## src/rtl/epc_defines.svh

```systemverilog
// Constants for the nonvolatile program control block: offsets, fields,
// reset values and timing counts. Assumes a 250 MHz aclk.
`ifndef EPC_DEFINES_SVH
`define EPC_DEFINES_SVH

`define EPC_OFF_CTRL        8'h00
`define EPC_OFF_ADDR        8'h04
`define EPC_OFF_DATA        8'h08
`define EPC_OFF_STATUS      8'h0C

`define EPC_BIT_READ        0
`define EPC_BIT_TRIG        1
`define EPC_BIT_ARM         2
`define EPC_BIT_RIE         3
`define EPC_BIT_MODE_LO     4
`define EPC_BIT_MODE_HI     5

`define EPC_RST_MODE        2'h0
`define EPC_RST_DATA        8'h00

`define EPC_CLK_MHZ         250
`define EPC_T_ATOMIC_US     3400
`define EPC_T_SPLIT_US      1800
`define EPC_CYC_ATOMIC      (`EPC_T_ATOMIC_US * `EPC_CLK_MHZ)
`define EPC_CYC_SPLIT       (`EPC_T_SPLIT_US * `EPC_CLK_MHZ)
`define EPC_ARM_CYCLES      3'h4
`define EPC_PROG_STALL      3'h2
`define EPC_READ_STALL      3'h4

`endif

```

## src/rtl/epc_pkg.sv

```systemverilog
// Types for the nonvolatile program control block.
// Assumes epc_defines.svh supplies the numeric constants.
package epc_pkg;
    typedef enum logic [1:0] {
        EPC_MODE_ATOMIC = 2'h0,
        EPC_MODE_ERASE  = 2'h1,
        EPC_MODE_WRITE  = 2'h2,
        EPC_MODE_RSVD   = 2'h3
    } epc_mode_e;
    typedef enum logic [2:0] {
        EPC_ST_IDLE  = 3'h1,
        EPC_ST_PROG  = 3'h2,
        EPC_ST_STALL = 3'h4
    } epc_state_e;
endpackage

```

## src/rtl/epc_ctrl.sv

```systemverilog
// Nonvolatile data memory program control with an AXI4-Lite register port.
// Assumes a single aclk domain and a CPU that honours cpu_stall.
//
// Behaviour
// RQ1: Mode field picks atomic, erase or write.
// RQ2: Mode writes ignored while trigger flag set.
// RQ3: Reset clears mode unless programming runs.
// RQ4: Ready request needs enable and global enable.
// RQ5: Ready request is a level while idle.
// RQ6: Trigger works only within four cycles of arm.
// RQ7: Hardware clears arm after four cycles.
// RQ8: Trigger flag clears when program time elapses.
// RQ9: Accepted trigger stalls CPU two cycles.
// RQ10: Read strobe fetches addressed byte into data.
// RQ11: Read strobe stalls CPU four cycles; a read in the same write as an accepted trigger stalls it two.
// RQ12: Busy blocks reads and address writes.
// RQ13: Software polls trigger flag before reading.
// RQ14: Address is nine bits, written before use.
// RQ15: Data register feeds writes, receives reads.
// RQ16: Reserved mode trigger clears flag promptly.
`timescale 1ns/100ps
`include "epc_defines.svh"

module epc_ctrl
    import epc_pkg::*;
#(
    parameter int unsigned CYC_ATOMIC = `EPC_CYC_ATOMIC,
    parameter int unsigned CYC_SPLIT  = `EPC_CYC_SPLIT
) (
    input  wire logic        aclk,
    input  wire logic        aresetn,
    input  wire logic [7:0]  s_axi_awaddr,
    input  wire logic        s_axi_awvalid,
    output logic             s_axi_awready,
    input  wire logic [31:0] s_axi_wdata,
    input  wire logic [3:0]  s_axi_wstrb,
    input  wire logic        s_axi_wvalid,
    output logic             s_axi_wready,
    output logic [1:0]       s_axi_bresp,
    output logic             s_axi_bvalid,
    input  wire logic        s_axi_bready,
    input  wire logic [7:0]  s_axi_araddr,
    input  wire logic        s_axi_arvalid,
    output logic             s_axi_arready,
    output logic [31:0]      s_axi_rdata,
    output logic [1:0]       s_axi_rresp,
    output logic             s_axi_rvalid,
    input  wire logic        s_axi_rready,
    input  wire logic        global_irq_enable,
    output logic             ready_irq,
    output logic             cpu_stall,
    output logic [8:0]       mem_addr,
    output logic [7:0]       mem_wdata,
    output logic             mem_erase,
    output logic             mem_write,
    output logic             mem_read,
    input  wire logic [7:0]  mem_rdata
);

    // Bus capture registers: address and data are held once taken.
    logic        aw_have_q;
    logic        w_have_q;
    logic [7:0]  aw_addr_q;
    logic [31:0] w_data_q;
    logic [3:0]  w_strb_q;
    logic [7:0]  ar_addr_q;
    logic        ar_have_q;

    // Block state.
    epc_state_e  state_q;
    logic [1:0]  mode_q;
    logic        rie_q;
    logic        arm_q;
    logic [2:0]  arm_cnt_q;
    logic        trig_q;
    logic [8:0]  addr_q;
    logic [7:0]  data_q;
    logic [31:0] prog_cnt_q;
    logic [2:0]  stall_cnt_q;
    logic        read_pend_q;

    // Write decode happens once both halves of a write are held.
    wire         wr_fire   = aw_have_q & w_have_q & ~s_axi_bvalid;
    wire         wr_lane0  = wr_fire & w_strb_q[0];
    wire         wr_ctrl   = wr_lane0 & (aw_addr_q == `EPC_OFF_CTRL);
    wire         wr_addr   = wr_fire & (aw_addr_q == `EPC_OFF_ADDR);
    wire         wr_data   = wr_lane0 & (aw_addr_q == `EPC_OFF_DATA);
    wire         wr_ok     = (aw_addr_q == `EPC_OFF_CTRL) |
                             (aw_addr_q == `EPC_OFF_ADDR) |
                             (aw_addr_q == `EPC_OFF_DATA) |
                             (aw_addr_q == `EPC_OFF_STATUS);
    wire [7:0]   wb        = w_data_q[7:0];
    wire         busy      = trig_q;
    wire         prog_go   = wr_ctrl & wb[`EPC_BIT_TRIG] & arm_q & ~busy;
    wire         read_go   = wr_ctrl & wb[`EPC_BIT_READ] & ~busy;
    wire         mode_rsvd = (mode_q == EPC_MODE_RSVD);
    wire [31:0]  prog_len  = (mode_q == EPC_MODE_ATOMIC) ? CYC_ATOMIC
                                                         : CYC_SPLIT;
    wire         rd_fire   = ar_have_q & ~s_axi_rvalid;
    wire [7:0]   ctrl_rd   = {2'h0, mode_q, rie_q, arm_q, trig_q, 1'b0};
    wire         rd_ok     = (ar_addr_q == `EPC_OFF_CTRL) |
                             (ar_addr_q == `EPC_OFF_ADDR) |
                             (ar_addr_q == `EPC_OFF_DATA) |
                             (ar_addr_q == `EPC_OFF_STATUS);
    wire [31:0]  rd_word   =
        (ar_addr_q == `EPC_OFF_CTRL)   ? {24'h0, ctrl_rd} :
        (ar_addr_q == `EPC_OFF_ADDR)   ? {23'h0, addr_q} :
        (ar_addr_q == `EPC_OFF_DATA)   ? {24'h0, data_q} :
        (ar_addr_q == `EPC_OFF_STATUS) ? {30'h0, cpu_stall, busy} :
                                         32'h0;

    // Write channel handshake: one write under way at a time.
    always_ff @(posedge aclk) begin
        if (!aresetn) begin
            aw_have_q     <= 1'b0;
            w_have_q      <= 1'b0;
            s_axi_awready <= 1'b0;
            s_axi_wready  <= 1'b0;
            s_axi_bvalid  <= 1'b0;
            s_axi_bresp   <= 2'h0;
            aw_addr_q     <= 8'h00;
            w_data_q      <= 32'h0;
            w_strb_q      <= 4'h0;
        end else begin
            s_axi_awready <= ~aw_have_q & ~s_axi_awready & ~s_axi_bvalid;
            s_axi_wready  <= ~w_have_q & ~s_axi_wready & ~s_axi_bvalid;
            if (s_axi_awvalid && s_axi_awready) begin
                aw_have_q <= 1'b1;
                aw_addr_q <= {s_axi_awaddr[7:2], 2'h0};
            end
            if (s_axi_wvalid && s_axi_wready) begin
                w_have_q <= 1'b1;
                w_data_q <= s_axi_wdata;
                w_strb_q <= s_axi_wstrb;
            end
            if (wr_fire) begin
                aw_have_q    <= 1'b0;
                w_have_q     <= 1'b0;
                s_axi_bvalid <= 1'b1;
                s_axi_bresp  <= wr_ok ? 2'h0 : 2'h2; // SLVERR if unmapped.
            end else if (s_axi_bvalid && s_axi_bready) begin
                s_axi_bvalid <= 1'b0;
            end
        end
    end

    // Read channel: answer one cycle after the address is held.
    always_ff @(posedge aclk) begin
        if (!aresetn) begin
            ar_have_q     <= 1'b0;
            ar_addr_q     <= 8'h00;
            s_axi_arready <= 1'b0;
            s_axi_rvalid  <= 1'b0;
            s_axi_rdata   <= 32'h0;
            s_axi_rresp   <= 2'h0;
        end else begin
            s_axi_arready <= ~ar_have_q & ~s_axi_arready & ~s_axi_rvalid;
            if (s_axi_arvalid && s_axi_arready) begin
                ar_have_q <= 1'b1;
                ar_addr_q <= {s_axi_araddr[7:2], 2'h0};
            end
            if (rd_fire) begin
                ar_have_q    <= 1'b0;
                s_axi_rvalid <= 1'b1;
                s_axi_rdata  <= rd_word;
                s_axi_rresp  <= rd_ok ? 2'h0 : 2'h2;
            end else if (s_axi_rvalid && s_axi_rready) begin
                s_axi_rvalid <= 1'b0;
            end
        end
    end

    // Mode field survives a reset that lands mid-programming.
    always_ff @(posedge aclk) begin
        if (!aresetn) begin
            if (!busy) begin
                mode_q <= `EPC_RST_MODE; // [RQ3]
            end
        end else if (wr_ctrl && !busy) begin
            mode_q <= wb[`EPC_BIT_MODE_HI:`EPC_BIT_MODE_LO]; // [RQ2]
        end
    end

    // Arm bit opens a four-cycle window, then hardware drops it.
    always_ff @(posedge aclk) begin
        if (!aresetn) begin
            arm_q     <= 1'b0;
            arm_cnt_q <= 3'h0;
            rie_q     <= 1'b0;
        end else begin
            if (wr_ctrl) begin
                rie_q <= wb[`EPC_BIT_RIE];
            end
            if (wr_ctrl && wb[`EPC_BIT_ARM]) begin
                arm_q     <= 1'b1;
                arm_cnt_q <= `EPC_ARM_CYCLES;
            end else if (arm_cnt_q == 3'h1) begin
                arm_q     <= 1'b0; // [RQ7]
                arm_cnt_q <= 3'h0;
            end else if (arm_cnt_q != 3'h0) begin
                arm_cnt_q <= arm_cnt_q - 3'h1;
            end
        end
    end

    // Programming sequencer; a reset mid-operation lets it finish, as the
    // array would, so only the idle path returns to its reset state.
    always_ff @(posedge aclk) begin
        if (!aresetn && !busy) begin
            state_q     <= EPC_ST_IDLE;
            trig_q      <= 1'b0;
            prog_cnt_q  <= 32'h0;
        end else begin
            case (state_q)
                EPC_ST_IDLE: begin
                    if (prog_go) begin // [RQ6]
                        trig_q     <= 1'b1;
                        prog_cnt_q <= prog_len; // [RQ1]
                        state_q    <= EPC_ST_PROG;
                    end
                end
                EPC_ST_PROG: begin
                    if (mode_rsvd || prog_cnt_q <= 32'h1) begin
                        trig_q  <= 1'b0; // [RQ8] [RQ16]
                        state_q <= EPC_ST_IDLE;
                    end else begin
                        prog_cnt_q <= prog_cnt_q - 32'h1;
                    end
                end
                default: begin
                    trig_q  <= 1'b0;
                    state_q <= EPC_ST_IDLE;
                end
            endcase
        end
    end

    // Array strobes: one-cycle pulses per accepted operation or read; a reserved mode trigger pulses none.
    always_ff @(posedge aclk) begin
        if (!aresetn) begin
            mem_erase   <= 1'b0;
            mem_write   <= 1'b0;
            mem_read    <= 1'b0;
            read_pend_q <= 1'b0;
        end else begin
            mem_erase   <= prog_go & (mode_q == EPC_MODE_ATOMIC |
                                      mode_q == EPC_MODE_ERASE); // [RQ1]
            mem_write   <= prog_go & (mode_q == EPC_MODE_ATOMIC |
                                      mode_q == EPC_MODE_WRITE);
            mem_read    <= read_go; // [RQ12]
            read_pend_q <= mem_read;
        end
    end

    // Address and data registers; busy freezes the address.
    always_ff @(posedge aclk) begin
        if (!aresetn) begin
            data_q <= `EPC_RST_DATA;
            addr_q <= 9'h000; // Software must load it before any access.
        end else begin
            if (wr_addr && !busy) begin
                addr_q <= w_data_q[8:0]; // [RQ12] [RQ14]
            end
            if (read_pend_q) begin
                data_q <= mem_rdata; // [RQ10] [RQ15]
            end else if (wr_data) begin
                data_q <= wb; // [RQ15]
            end
        end
    end

    // CPU stall counter, ready interrupt and array address outputs.
    always_ff @(posedge aclk) begin
        if (!aresetn) begin
            stall_cnt_q <= 3'h0;
            cpu_stall   <= 1'b0;
            ready_irq   <= 1'b0;
            mem_addr    <= 9'h000;
            mem_wdata   <= 8'h00;
        end else begin
            if (prog_go) begin
                stall_cnt_q <= `EPC_PROG_STALL; // [RQ9]
                cpu_stall   <= 1'b1;
            end else if (read_go) begin
                stall_cnt_q <= `EPC_READ_STALL; // [RQ11]
                cpu_stall   <= 1'b1;
            end else if (stall_cnt_q > 3'h1) begin
                stall_cnt_q <= stall_cnt_q - 3'h1;
            end else begin
                stall_cnt_q <= 3'h0;
                cpu_stall   <= 1'b0;
            end
            // Level while idle; the global enable gates it too.
            ready_irq <= rie_q & global_irq_enable & ~busy & ~prog_go;
            // [RQ4] [RQ5]
            mem_addr  <= addr_q;
            mem_wdata <= data_q;
        end
    end

endmodule

```

## config.mk

```make
export PLATFORM = sky130hd
export DESIGN_NAME = epc_ctrl
export DESIGN_NICKNAME = d
export VERILOG_FILES = /design/src/rtl/epc_pkg.sv /design/src/rtl/epc_ctrl.sv
export VERILOG_INCLUDE_DIRS = /design/src /design/src/rtl
export SDC_FILE = /design/constraint.sdc
export NUM_CORES = 1
export LEC_CHECK = 0
export BUFFER_PORTS_ARGS = -buffer_cell sky130_fd_sc_hd__buf_2
export CAP_MARGIN = 40
export CORE_MARGIN = 2
export CORE_UTILIZATION = 30
export CTS_CLUSTER_DIAMETER = 60
export DETAILED_ROUTE_END_ITERATION = 8
export RECOVER_POWER = 50
export SETUP_SLACK_MARGIN = 0.15
export SYNTH_ARGS = -nofsm -noshare
export SYNTH_HDL_FRONTEND = slang
export SYNTH_SLANG_ARGS = --single-unit
```

## constraint.sdc

```tcl
create_clock -name aclk -period 2.9 [get_ports aclk]
set_clock_uncertainty 0.2 [all_clocks]
set_input_delay 0 -clock aclk [delete_from_list [all_inputs] [get_ports aclk]]
set_output_delay 0 -clock aclk [all_outputs]
set_load 0.005 [all_outputs]
```

Word-level counts from Yosys, hierarchy flattened
Index checks and enable logic that the tools add are counted.
{ "word_totals": {"output_inout_bits": 63, "input_bits": 68, "reg_bits": 152} }
{ "classes": {"muxes": 36, "n_bitwise": 43, "eq_ne": 18, "n_addsub": 3, "n_lt_le_gt_ge": 2, "n_reduce_logical": 30} }
{ "ops": {"columns": ["operator", "n"], "rows": [
  ["$mux 32", 2],
  ["$pmux 32 s2", 1],
  ["$le 32x1->1 const B", 1],
  ["$sub 32x1->32 const B", 1],
  ["$eq 6x2->1 const B", 4],
  ["$mux 8", 3],
  ["$and 1x1->1", 23],
  ["$mux 3", 7],
  ["$mux 20", 1],
  ["$mux 9", 2],
  ["$logic_not 8->1", 2],
  ["$mux 2", 7],
  ["$eq 6x1->1 const B", 2],
  ["$not 1->1", 12],
  ["$mux 1", 11],
  ["$reduce_bool 2->1", 5],
  ["$logic_and 1x1->1", 9],
  ["$ne 2x2->1 const B", 4],
  ["$or 1x1->1", 8],
  ["$eq 3x1->1 const B", 2],
  ["$pmux 3 s2", 1],
  ["$reduce_bool 3->1", 2],
  ["$reduce_or 2->1", 3],
  ["$sub 3x1->3 const B", 2],
  ["other kinds (14)", 17]
]} }

Longest topological paths before layout
{ "logic_depth": {"depth_word": 9, "mapped_depth": 8, "ltp_nobuf": 7} }

Worst setup path after synthesis
OpenSTA, ideal clock, no wires.
{ "synth_path": {"path_type": "register -> register", "from": "reg aw_addr_q[5]", "to": "reg prog_cnt_q[31]", "setup_time_ps": 71, "t_required_ps": 2629, "synth_period_minus_slack_ps": 2552, "stages_incl_launch_ff": 7, "slack_ps": 348, "n_path_buf": 0, "arrival_ps": 2282, "cell_sequence": "dfxtp_1 or4_4 nor4_4 nor2_2 nor4b_4 or4b_1 a21oi_1"} }
{ "synth_via": {"elab_chain_cells": 7} }
{ "synth_rtl": {"columns": ["item", "line", "text"], "rows": [
  ["start, declared", "epc_ctrl.sv:63", "logic [7:0] aw_addr_q;"],
  ["start signal, assigned", "epc_ctrl.sv:129", "aw_addr_q <= {s_axi_awaddr[7:2], 2'h0};"],
  ["$logic_not 8->1 (no source line)", null, null],
  ["$and 1x1->1", "epc_ctrl.sv:85", "wire wr_ctrl = wr_lane0 & (aw_addr_q == `EPC_OFF_CTRL);"],
  ["$and 1x1->1 (3 in series)", "epc_ctrl.sv:94", "wire prog_go = wr_ctrl & wb[`EPC_BIT_TRIG] & arm_q & ~busy;"],
  ["$ne 2x2->1 (no source line)", null, null],
  ["$reduce_and 3->1 (no source line)", null, null],
  ["end signal, assigned", "epc_ctrl.sv:218", "prog_cnt_q <= prog_len;"],
  ["end signal, assigned", "epc_ctrl.sv:227", "prog_cnt_q <= prog_cnt_q - 32'h1;"],
  ["end, declared", "epc_ctrl.sv:78", "logic [31:0] prog_cnt_q;"]
]} }
No other way between the ends.
A chain may end at the register's enable or synchronous reset.

Worst setup path in the final report
{ "layout_path": {"from": "reg aw_addr_q[2]", "to": "reg prog_cnt_q[31]"} }
The elaborated chain is that of the path after synthesis.

==> results by group <==
Placed design
  – RD Place Congestion: 0.828
  – Port Buffers: 75
  – # placed instances: 908
  – HPWL after DPL: 9390 um

STA
  – Final Setup Violations: 0
  – Slew @ Worst Pin: 0.911 ns
  – Final min period: 2.65 ns
  – Final Cycle Share: 91.4%
  – Unrepaired setup endpoints after global routing: yes
  – Fmax: 0.377 GHz
  – Hold Violations, Final: 0
  – Max Transition Viols Final: 0
  – Setup Total Neg Slack: 0 ns
  – Slew margin rel.: 39.3%

Global route
  – Largest net degree at the start of global routing: 39
  – Grt ovf: 0
  – First-pass GRT wire length: 23,100 um
  – Vias in the first global route: 4,669
  – Antenna violations before repair: 0
  – Total global-route track usage: 15.1%

Routing
  – Via count: 4,792
  – DRC: 0
  – Drt total wl: 14,200 um
  – Post-DR vias/cell: 4.69
  – Routed Antenna Nets: 0
  – First-pass DRT Iterations: 8
  – Drt first-iter violations: 277
  – Routed wire length per instance: 13.9 um

Synthesis
  – Area leader, netlist: dfxtp_1
  – Syn_area_per_cell: 8.87 um2
  – Synth Flop Type: dfxtp_1
  – Register area share after synthesis: 46.6%
  – Mapped Cells: 610
  – Post-synth top area share: 45.5%
  – FFs w/ async S/R, synth: 0%
  – Count leader, synth: dfxtp_1
  – Post-synth EDFFs: 2
  – Synth Warn #: 0
  – Cell variety after synth: 56
  – Cell area after synthesis: 5410 um2
  – Synth top cells by count: 123 x dfxtp_1, 78 x nor2_1, 62 x nand2_1
  – Largest cells by area after synthesis: dfxtp_1 45%, nor2_1 5.4%, a21oi_1 4.4%
  – Seq cells post-synth: 125

Power
  – Power Dens Cells: 577 nW/um2
  – Leakage power: 3.00 nW
  – Tot Pwr: 0.00428 W
  – Peak supply drop: 0.390 mV

CTS
  – TritonCTS Sinks: 125
  – Worst-Skew Late Latency: 0.42 ns
  – H-tree levels: 4
  – Worst-path clk slew: 0.06 ns
  – Root Driver: clkbuf_16
  – CTS max path bufs: 2
  – CTS tree: built
  – CTS buffer count: 17

Critical path
  – Reg-to-Reg Start: aw_addr_q[2]
  – Cells along the critical path: or4b_1 -> nor4_4 -> buf_4 -> nor4_4 -> buf_4 -> nor4b_4 -> or4b_1 -> a21oi_1
  – Required @ worst endpoint: 3.05 ns
  – CP Class: reg -> reg
  – FF-to-FF End: prog_cnt_q[31]
  – R2r worst-path depth: 8
  – Kind of start point of the critical path: flop
  – Max incr delay on CP: 0.55 ns
  – Crit Path Max Fanout: 6
  – Critical path arrival: 2.80 ns
  – Slowest CP cell: or4b_1
  – Setup slack, reg-to-reg: 0.25 ns
  – CP endpoint kind: flop

Floorplan
  – Die area: 19,100 um2
  – Starting Density: 30.3%
  – Die width: 138 um
  – Core Area: 17,800 um2
  – Die Y: 138 um
  – Std cell rows: 49
  – IO Count: 131

Finish
  – Non-filler cells, final: 1,022
  – # nets final: 856
  – ANT cells: 0
  – Fillers: 1,729
  – Share of cells above drive strength 1: 16.8%
  – P&R area growth vs syn: 37.2%

Worst hold path
  – Hold EP: s_axi_rvalid
  – Worst min-delay path category: in -> reg
  – Min-delay src: s_axi_rready
  – Hold path depth: 3

Job
  – Max-cap violation count: 0

Outcome
  – Status: finished, final reports clean
-- cells in the final DEF, fill, tap and decap left out, types with 6 or more instances in the layout --
cell type      count
a21oi_1           48
a22oi_1            6
and2_0             8
and2_1            16
buf_2             55
buf_4             20
clkbuf_1          25
clkbuf_16         17
conb_1            25
dfxtp_1          123
dlygate4sd3_1     82
ha_1               7
inv_1             13
mux2_2            10
mux2i_1           19
nand2_1           62
nand2b_1           6
nand3_1           19
nor2_1            77
nor3_1            19
nor4_1            17
o21ai_0           14
xnor2_1           22
-- logic make-up after synthesis --
group	after synthesis	share of synthesized area, %
multiplexers	30	6.01
AND/OR/NAND/NOR	262	24.7
XOR/XNOR	22	3.56
other	1	0.0693
flip-flops	125	46.6
adder cells (fa/ha/maj)	7	1.62
buffers and inverters	66	6.36
AO/OA/AOI/OAI	97	11.0
-- routing by layer --
layer  routed length (um)  track usage [%]  vias to the layer above
met5                    0                0                        -
met4                  279             5.75                        0
met3                  659             4.43                       22
met2                 6810             25.2                      128
met1                 6480             18.4                     2231
li1                     -                -                     2411
-- worst max path at each step --
stage,start,end,depth (start not counted)
floorplan,aw_addr_q[5],prog_cnt_q[31],6
global placement,prog_cnt_q[19],prog_cnt_q[19],6
detailed placement,aw_addr_q[5],prog_cnt_q[19],8
CTS,aw_addr_q[5],prog_cnt_q[1],7
global route,aw_addr_q[2],prog_cnt_q[31],8
finish,aw_addr_q[2],prog_cnt_q[31],8
-- sequential cells by signal (all words and copies together), names as in the netlist, 2 cells and up --
register     cells
prog_cnt_q      32
stall_cnt_q      3
data_q           8
mode_q           2
s_axi_rdata      9
aw_addr_q        6
addr_q           9
mem_wdata        8
ar_addr_q        6
arm_cnt_q        3
mem_addr         9
state_q          2
w_data_q         9
-- report_power, final --
| part | switching [W] | internal, W |
|---|---|---|
| clock | 0.000763 | 0.00128 |
| combinational | 0.000203 | 0.000208 |
| sequential | 0.0000529 | 0.00178 |
| total | 0.00102 | 0.00327 |
-- critical path, delay by kind of cell, from the launching register on --
| kind | cells | cell delay [ns] |
|---|---|---|
| and+or+nand+nor | 5 | 1.54 |
| buffers and inverters | 2 | 0.36 |
| DFF | 1 | 0.33 |
| AOI/OAI and AO/OA | 1 | 0.15 |
-- through the flow --
step                hold slack, ns  util [%]  instance area [um2]  worst slack (ns)
finish                       0.104      41.6                 7430             0.250
global placement           -0.0142      33.8                 6020             0.148
CTS                         0.0884      41.7                 7440             0.157
detailed placement        -0.00222      33.9                 6050             0.151
floorplan                   -0.101         -                 5500             0.348
global route                 0.111      41.6                 7430             0.127
-- repair_timing --
action | in CTS | in global routing
pin swaps | 0 | 1
hold endpoints to repair | 51 | 0
buffers inserted | 0 | 1
endpoints found under the setup margin | 1 | 8
hold buffers | 82 | 0
gates resized for setup | 1 | 2
-- final cells by class --
class | instances | area (um2) | share of cell area, %
clock buffers | 21 | 450 | 6.06
clock inverters | 10 | 118 | 1.58
inverters | 14 | 52.6 | 0.707
multi-input cells | 443 | 2650 | 35.7
flip-flops and latches | 125 | 2520 | 34.0
well taps | 229 | 287 | 3.86
repair buffers | 180 | 1350 | 18.2
No activity file was read; power rests on OpenSTA's default activity.
